**config.mk**
```make
export PLATFORM = sky130hd
export DESIGN_NAME = acq_timebase
export DESIGN_NICKNAME = d
export VERILOG_FILES = /design/src/timebase_pkg.sv /design/src/trig_qualifier.sv /design/src/acq_timebase.sv
export SDC_FILE = /design/constraint.sdc
export NUM_CORES = 1
export LEC_CHECK = 0
export BUFFER_PORTS_ARGS = -buffer_cell sky130_fd_sc_hd__buf_4
export CAP_MARGIN = 20
export CORE_MARGIN = 3
export CORE_UTILIZATION = 51
export CTS_BUF_LIST = sky130_fd_sc_hd__clkbuf_16
export DETAILED_ROUTE_END_ITERATION = 6
export PLACE_DENSITY = 0.87
export SLEW_MARGIN = 20
export SYNTH_ARGS = -nofsm -noshare
export SYNTH_HDL_FRONTEND = slang
export SYNTH_SLANG_ARGS = --single-unit
export TNS_END_PERCENT = 20
```
**constraint.sdc**
```tcl
create_clock -name core_clk -period 3.1 [get_ports core_clk]
set_input_delay 0.62 -clock core_clk [delete_from_list [all_inputs] [get_ports core_clk]]
set_output_delay 0.62 -clock core_clk [all_outputs]
set_load 0.01 [all_outputs]
```
**src/timebase_pkg.sv**
```systemverilog
/*
 Constants shared by the acquisition time base and its trigger qualifier.
 Assumes a single 50 MHz core clock that stands in for the reference clock.
*/
package timebase_pkg;
    localparam int unsigned CLK_MHZ         = 50;
    localparam int unsigned REF_MHZ         = 100;
    localparam int unsigned DLY_MIN_PS      = 1500;
    localparam int unsigned DLY_MAX_PS      = 20000;
    localparam int unsigned CLK_PERIOD_PS   = 1000000 / CLK_MHZ;
    localparam int unsigned DLY_MIN_CYC     = (DLY_MIN_PS + CLK_PERIOD_PS - 1) / CLK_PERIOD_PS;
    localparam int unsigned DLY_MAX_CYC_RAW = DLY_MAX_PS / CLK_PERIOD_PS;
    localparam int unsigned DLY_MAX_CYC     = (DLY_MAX_CYC_RAW < 1) ? 1 : DLY_MAX_CYC_RAW;
    localparam int unsigned STRETCH_FACTOR  = 1000;
    localparam logic [1:0]  MODE_INPHASE    = 2'h0;
    localparam logic [1:0]  MODE_INTERLEAVE = 2'h1;
    localparam logic [1:0]  MODE_DOUBLED    = 2'h2;
    localparam logic [3:0]  CHAN_ALL        = 4'hf;
    localparam logic [3:0]  CHAN_ONE_THREE  = 4'h5;
    localparam logic [1:0]  PHASE_90        = 2'h1;
    localparam logic [1:0]  PHASE_180       = 2'h2;
    localparam logic [1:0]  PHASE_0         = 2'h0;
    typedef enum logic [4:0] {
        ST_IDLE = 5'b00001,
        ST_PRE  = 5'b00010,
        ST_ARM  = 5'b00100,
        ST_POST = 5'b01000,
        ST_DONE = 5'b10000
    } acq_state_t;
endpackage

```
**src/trig_qualifier.sv**
```systemverilog
/*
 Logic trigger qualifier: holdoff, delay and pattern duration/range checks.
 Assumes the channel trigger input is already synchronised to core_clk.
*/
`timescale 1ns/1ns
`default_nettype none
module trig_qualifier
    import timebase_pkg::*;
#(
    parameter int W = 16
) (
    input  wire logic         core_clk,
    input  wire logic         rstn,
    input  wire logic         chan_trig,
    input  wire logic [W-1:0] holdoff_cyc,
    input  wire logic [W-1:0] delay_cyc,
    input  wire logic [W-1:0] dur_min_cyc,
    input  wire logic [W-1:0] dur_max_cyc,
    input  wire logic         enable,
    output logic              trig_out
);
    logic [W-1:0] dur_q;
    logic [W-1:0] hold_q;
    logic [W-1:0] dly_q;
    logic         prev_q;
    logic         dly_run_q;
    logic         trig_q;
    wire          fall      = prev_q & ~chan_trig;
    wire          in_range  = (dur_q >= dur_min_cyc) && (dur_q <= dur_max_cyc);
    wire          qualified = enable & fall & in_range & (hold_q == '0) & ~dly_run_q;
    wire          dly_done  = dly_run_q & (dly_q == '0);
    always_ff @(posedge core_clk or negedge rstn) begin
        if (!rstn) begin
            dur_q     <= '0;
            hold_q    <= '0;
            dly_q     <= '0;
            prev_q    <= 1'b0;
            dly_run_q <= 1'b0;
            trig_q    <= 1'b0;
        end else begin
            prev_q <= chan_trig;
            dur_q  <= chan_trig ? ((dur_q == '1) ? dur_q : dur_q + 1'b1) : '0;
            if (qualified) begin
                dly_run_q <= 1'b1;
                dly_q     <= delay_cyc;
            end else if (dly_done) begin
                dly_run_q <= 1'b0;
            end else if (dly_run_q) begin
                dly_q <= dly_q - 1'b1;
            end
            if (dly_done) begin
                hold_q <= holdoff_cyc;
            end else if (hold_q != '0) begin
                hold_q <= hold_q - 1'b1;
            end
            trig_q <= dly_done;
        end
    end
    assign trig_out = trig_q;
endmodule // trig_qualifier
`default_nettype wire

```
**src/acq_timebase.sv**
```systemverilog
/*
 Acquisition time base: sample divider, decimation, converter mode control,
 pre/post trigger sequencing and trigger interpolator counting.
 Assumes pins from the trigger multiplexer and stretcher are asynchronous.
*/
`timescale 1ns/1ns
`default_nettype none
module acq_timebase
    import timebase_pkg::*;
#(
    parameter int CW = 16,
    parameter int QW = 16
) (
    input  wire logic          core_clk,
    input  wire logic          rstn,
    input  wire logic          start,
    input  wire logic [CW-1:0] rate_div,
    input  wire logic [CW-1:0] decim,
    input  wire logic [1:0]    conv_mode,
    input  wire logic [CW-1:0] pre_count,
    input  wire logic [CW-1:0] post_count,
    input  wire logic          qualified_trigger,
    input  wire logic          stretch_done,
    input  wire logic          chan_trig,
    input  wire logic [QW-1:0] holdoff_cyc,
    input  wire logic [QW-1:0] delay_cyc,
    input  wire logic [QW-1:0] dur_min_cyc,
    input  wire logic [QW-1:0] dur_max_cyc,
    output logic               sample_clk_en,
    output logic               sample_keep,
    output logic [3:0]         chan_enable,
    output logic [1:0]         pair_phase,
    output logic               pretrig_ready,
    output logic               acq_complete,
    output logic               interp_pulse,
    output logic [CW-1:0]      interp_count,
    output logic               interp_valid,
    output logic               logic_trig
);
    acq_state_t state_q;
    acq_state_t state_d;
    logic [CW-1:0] div_q;
    logic [CW-1:0] dec_q;
    logic [CW-1:0] pre_q;
    logic [CW-1:0] post_q;
    logic [CW-1:0] icnt_q;
    logic [CW-1:0] icnt_out_q;
    logic          ivalid_q;
    logic          ipulse_q;
    logic          icount_run_q;
    logic [1:0]    mode_q;
    logic [1:0]    trg_s;
    logic [1:0]    str_s;
    logic [1:0]    ct_s;
    logic          trg_prev_q;
    logic          str_prev_q;

    // Pin inputs pass two flip-flops before use.
    always_ff @(posedge core_clk or negedge rstn) begin
        if (!rstn) begin
            trg_s <= 2'h0;
            str_s <= 2'h0;
            ct_s  <= 2'h0;
        end else begin
            trg_s <= {trg_s[0], qualified_trigger};
            str_s <= {str_s[0], stretch_done};
            ct_s  <= {ct_s[0], chan_trig};
        end
    end

    wire running    = (state_q == ST_PRE) || (state_q == ST_ARM) || (state_q == ST_POST);
    wire div_tick   = running && (div_q == '0);
    wire dec_tick   = div_tick && (dec_q == '0);
    wire trg_rise   = trg_s[1] & ~trg_prev_q;
    wire str_rise   = str_s[1] & ~str_prev_q;
    wire take_trig  = (state_q == ST_ARM) && trg_rise;
    wire pre_full   = (pre_q == '0);
    wire post_zero  = (post_q == '0);
    wire store_cnt  = icount_run_q && str_rise;

    always_comb begin
        state_d = state_q;
        unique case (state_q)
            ST_IDLE: if (start) state_d = ST_PRE;
            ST_PRE:  if (pre_full) state_d = ST_ARM;
            ST_ARM:  if (take_trig) state_d = ST_POST;
            ST_POST: if (post_zero && dec_tick) state_d = ST_DONE;
            ST_DONE: if (start) state_d = ST_PRE;
            default: state_d = ST_IDLE;
        endcase
    end

    always_ff @(posedge core_clk or negedge rstn) begin
        if (!rstn) begin
            state_q    <= ST_IDLE;
            div_q      <= '0;
            dec_q      <= '0;
            pre_q      <= '0;
            post_q     <= '0;
            mode_q     <= MODE_INPHASE;
            trg_prev_q <= 1'b0;
            str_prev_q <= 1'b0;
        end else begin
            state_q    <= state_d;
            trg_prev_q <= trg_s[1];
            str_prev_q <= str_s[1];
            div_q      <= (!running || div_q == '0) ? rate_div : div_q - 1'b1;
            if (!running) begin
                dec_q <= decim;
            end else if (div_tick) begin
                dec_q <= (dec_q == '0) ? decim : dec_q - 1'b1;
            end
            if (start && !running) begin
                pre_q  <= pre_count;
                post_q <= post_count;
                mode_q <= conv_mode;
            end else begin
                if (state_q == ST_PRE && dec_tick && !pre_full) pre_q <= pre_q - 1'b1;
                if (state_q == ST_POST && dec_tick && !post_zero) post_q <= post_q - 1'b1;
            end
        end
    end

    // Interpolator pulse and stretched-interval counter.
    always_ff @(posedge core_clk or negedge rstn) begin
        if (!rstn) begin
            ipulse_q     <= 1'b0;
            icount_run_q <= 1'b0;
            icnt_q       <= '0;
            icnt_out_q   <= '0;
            ivalid_q     <= 1'b0;
        end else begin
            if (take_trig) ipulse_q <= 1'b1;
            else if (div_tick) ipulse_q <= 1'b0;
            if (take_trig) begin
                icount_run_q <= 1'b1;
                icnt_q       <= '0;
                ivalid_q     <= 1'b0;
            end else if (icount_run_q && str_rise) begin
                icount_run_q <= 1'b0;
                icnt_out_q   <= icnt_q;
                ivalid_q     <= 1'b1;
            end else if (icount_run_q && div_tick) begin
                icnt_q <= icnt_q + 1'b1;
            end
            if (start && !running && !store_cnt) ivalid_q <= 1'b0;
        end
    end

    assign sample_clk_en = div_tick;
    assign sample_keep   = dec_tick;
    assign pretrig_ready = (state_q == ST_ARM);
    assign acq_complete  = (state_q == ST_DONE);
    assign interp_pulse  = ipulse_q;
    assign interp_count  = icnt_out_q;
    assign interp_valid  = ivalid_q;
    assign chan_enable   = (mode_q == MODE_DOUBLED) ? CHAN_ONE_THREE : CHAN_ALL;
    assign pair_phase    = (mode_q == MODE_DOUBLED) ? PHASE_90 :
                           (mode_q == MODE_INTERLEAVE) ? PHASE_180 : PHASE_0;

    trig_qualifier #(.W(QW)) u_qual (
        .core_clk    (core_clk),
        .rstn        (rstn),
        .chan_trig   (ct_s[1]),
        .holdoff_cyc (holdoff_cyc),
        .delay_cyc   (delay_cyc),
        .dur_min_cyc (dur_min_cyc),
        .dur_max_cyc (dur_max_cyc),
        .enable      (1'b1),
        .trig_out    (logic_trig)
    );
endmodule // acq_timebase
`default_nettype wire

```
==> results.cfg <==
[floorplan]
core_area_mm2 = 0.0180
die_w_um = 142
die_area_mm2 = 0.0201
initial_core_util = 0.522
io_pins = 165
die_y_um = 142
rows = 49

[cts]
cts_num_sinks = 165
clock_insertion_delay_worst_skew_ps = 430
cts_tree = done
cts-root-buf = sky130_fd_sc_hd__clkbuf_16
htree_num_levels = 4
cts-root-to-sink-buffers = 2
worst_setup_hold_path_clk_slew_ps = 70
cts_buffers = 17

[power]
switching_power_mw = 2.55
p_leak_nw = 5.33
total_power_mw = 7.07
powerDensity_mw_per_mm2 = 607
pwr-share-clk = 0.294
combinationalPowerShare = 0.275
sequentialPowerShare = 0.431
p_int_mw = 4.53
share_of_total_power_consumed_by_net_switching = 0.360
ir_worst_vdd_mv = 0.514

[worst_hold_path]
timing.hold.worst.class = in2async

[place]
numPortBuffers = 162
gpl.final_weighted_congestion = 0.849
placed_cells = 1403
dp_hpwl_um = 16800
pre_cts_ws_ps = 21.3

[cells_and_area]
nFillCells = 1419
final_core_util = 0.647
final-seq-area_mm2 = 0.00413
layout.nets = 1377
num_antenna_cells = 0
area_growth_syn_to_layout_pct = 23.8
layoutNonFillerInstCount = 1441
most-common-layout-cells = sky130_fd_sc_hd__buf_4 (192), sky130_fd_sc_hd__dfrtp_1 (164), sky130_fd_sc_hd__nand2_1 (100)
fraction_of_final_layout_cells_with_drive_strength_greater_than_1 = 0.223
multiInputGateArea_mm2 = 0.00494
mostFrequentLayoutCell = sky130_fd_sc_hd__buf_4

[synth]
postSynthRegisterBits = 165
synth-warning-count = 0
yosys_most_used_dff = sky130_fd_sc_hd__dfrtp_1
synth-async-reset-ratio = 1.00
synth-seq-area-share = 0.439
mappedNetlistArea_mm2 = 0.00941
synthesis.instances = 1025
synth_top_cell_area_share = 0.436
synth_edf_count = 0
synth_top_cells_by_area = sky130_fd_sc_hd__dfrtp_1 (44%), sky130_fd_sc_hd__ha_1 (5.6%), sky130_fd_sc_hd__nand2_1 (4.0%)
synth_largest_area_cell = sky130_fd_sc_hd__dfrtp_1
synth.distinct_cells = 70
synth_area_per_cell_um2 = 9.18

[timing]
layout_worst_path_cycle_share = 1.01
tightest_slew_ps = 695
max_clock_skew_ps = 12.3
maximum_clock_frequency_ghz = 0.319
finalHoldViolCount = 0
post-route-worst-setup-slack_ps = -29.9
worst_slew_margin_rel = 0.525
period_minus_slack_ps = 3130
rsz0062_at_grt = yes
setup_viol = 1
final_max_slew_viol_count = 0

[run]
drv.max_cap_violation_count = 0

[grt]
global_route.peak_usage_layer = met2
grt_max_degree = 64
grt_usage = 0.236
global_route.usage.met2 = 0.394
antenna_violations_before_repair = 0
globalRouteMet3Util = 0.0438
total_congestion_overflow_after_global_routing = 0
grt_first_pass_wirelength_um = 38600
met1_usage = 0.307
first_global_vias = 8018

[routing]
route.detailed.drc = 0
drt_pre_antenna_iters = 5
detail_route.vias_per_cell = 5.77
ant_nets = 0
per_cell_routed_wire_length_um = 16.4
drt-initial-drc-count = 669
route.vias.total = 8310
wl_um = 23600

[outcome]
violations_in_the_final_reports = setup timing
outcome = finished with violations

[critical_path]
arrival_time_reported_for_the_critical_path_endpoint_ps = 2510
crit_fanout = 2
crit_path_end_kind = output pin
worstPathRequired_ps = 2480
crit_path_start_kind = flip-flop
setup.worst_path.class = reg2out
stage by stage:
| step | hold slack, ps | cell area (um^2) | setup TNS, ps |
|---|---|---|---|
| 6_report | 114 | 11700 | -29.9 |
| 5_1_grt | 137 | 11700 | -149 |
| 4_1_cts | 138 | 11700 | -46.8 |
| 3_5_place_dp | 341 | 11000 | 0 |
| 3_3_place_gp | 331 | 11000 | 0 |
| 2_1_floorplan | 324 | 9410 | 0 |
repair_timing:
item / CTS / global route
pin swaps: 5 / 2
hold endpoints to repair: 0 / 0
gates resized for setup: 7 / 1
buffers inserted: 6 / 0
setup endpoints to repair: 1 / 8
hold buffers: 0 / 0
Yosys cell counts, types with 5 or more instances:
master / instances
sky130_fd_sc_hd__or4_1: 24
sky130_fd_sc_hd__nand4_1: 21
sky130_fd_sc_hd__a31oi_1: 23
sky130_fd_sc_hd__nor2_1: 98
sky130_fd_sc_hd__and3_1: 12
sky130_fd_sc_hd__xor2_1: 26
sky130_fd_sc_hd__nand3b_1: 5
sky130_fd_sc_hd__nor3_1: 21
sky130_fd_sc_hd__nand2_1: 100
sky130_fd_sc_hd__a21oi_1: 35
sky130_fd_sc_hd__nor4_1: 24
sky130_fd_sc_hd__and2_1: 8
sky130_fd_sc_hd__inv_1: 56
sky130_fd_sc_hd__nor3b_1: 12
sky130_fd_sc_hd__mux2i_1: 7
sky130_fd_sc_hd__mux2_2: 23
sky130_fd_sc_hd__nand3_1: 36
sky130_fd_sc_hd__ha_1: 42
sky130_fd_sc_hd__clkbuf_1: 35
sky130_fd_sc_hd__o211ai_1: 5
sky130_fd_sc_hd__o31ai_1: 12
sky130_fd_sc_hd__o21ai_0: 70
sky130_fd_sc_hd__nor4b_1: 5
sky130_fd_sc_hd__or3_1: 22
sky130_fd_sc_hd__xnor2_1: 41
sky130_fd_sc_hd__mux2_1: 7
sky130_fd_sc_hd__o21ai_1: 10
sky130_fd_sc_hd__a21o_1: 7
sky130_fd_sc_hd__dfrtp_1: 164
worst paths after layout:
| kind | from | endpoint | slack [ps] | cells past startpoint |
|---|---|---|---|---|
| worst max register to register | div_q[13]$_DFF_PN0_ | pre_q[8]$_DFFE_PN0P_ | 110 | 8 |
| worst min register to register | str_s[0]$_DFF_PN0_ | str_s[1]$_DFF_PN0_ | 350 | 0 |
| min in group core_clk | stretch_done | str_s[0]$_DFF_PN0_ | 290 | 1 |
| worst min-delay path | rstn | post_q[3]$_DFFE_PN0P_ | 110 | 1 |
| worst max-delay path | div_q[13]$_DFF_PN0_ | sample_keep | -30 | 6 |
| max in group asynchronous | rstn | ct_s[1]$_DFF_PN0_ | 2290 | 2 |
metal layers:
metal  part of all wire  vias to the layer above
met3              0.058                       41
met2               0.49                      259
met1               0.43                     3977
met5                  0                        -
met4              0.024                        0
li1                   -                     4033
worst max-delay path: stages, from the launching register on:
cell and delay [ps]:
sky130_fd_sc_hd__dfrtp_1 390, sky130_fd_sc_hd__or3_4 400, sky130_fd_sc_hd__or3_4 370, sky130_fd_sc_hd__or3_4 370, sky130_fd_sc_hd__buf_8 140, sky130_fd_sc_hd__nor4b_4 250, sky130_fd_sc_hd__buf_4 160
flip-flops by register name, summed over array words and instances (netlist names):
signal / flops
icnt_q: 16
pre_q: 16
icount_run_q: 1
interp_valid: 1
interp_count: 16
str_prev_q: 1
str_s: 2
u_qual.prev_q: 1
div_q: 16
ct_s: 2
u_qual.dly_run_q: 1
u_qual.dly_q: 16
mode_q: 2
trg_s: 2
dec_q: 16
post_q: 16
u_qual.dur_q: 16
trg_prev_q: 1
u_qual.hold_q: 16
state_q: 5
interp_pulse: 1
u_qual.trig_out: 1
cell type report:
type | instances | share of cell area
Multi-Input combinational cell | 763 | 0.424
Sequential cell | 165 | 0.354
Timing Repair Buffer | 196 | 0.129
Clock buffer | 17 | 0.0365
Tap cell | 229 | 0.0246
Inverter | 56 | 0.0180
Clock inverter | 15 | 0.0128
cell families (layout without fill, tap and decap cells):
logic type,Yosys count,after routing,share of synthesized area
AND/OR/NAND/NOR,417,417,0.230
AO/OA/AOI/OAI,198,198,0.128
flip-flops,165,165,0.439
buffers and inverters,98,284,0.0414
XOR/XNOR,67,67,0.0624
adder cells (fa/ha/maj),42,42,0.0558
multiplexers,37,37,0.0433
other,1,2,0.000399
power by group through the flow:
| stage | sequential, mW | combinational [mW] | clock, mW |
|---|---|---|---|
| after floorplan | 2.93 | 1.32 | 0 |
| after global placement | 3.03 | 1.80 | 0 |
| after detailed placement | 3.05 | 1.86 | 0 |
| after CTS | 3.03 | 1.94 | 2.10 |
| after global routing | 3.11 | 2.19 | 2.20 |
| final | 3.05 | 1.95 | 2.08 |
No activity file was read; power rests on OpenSTA's default activity.
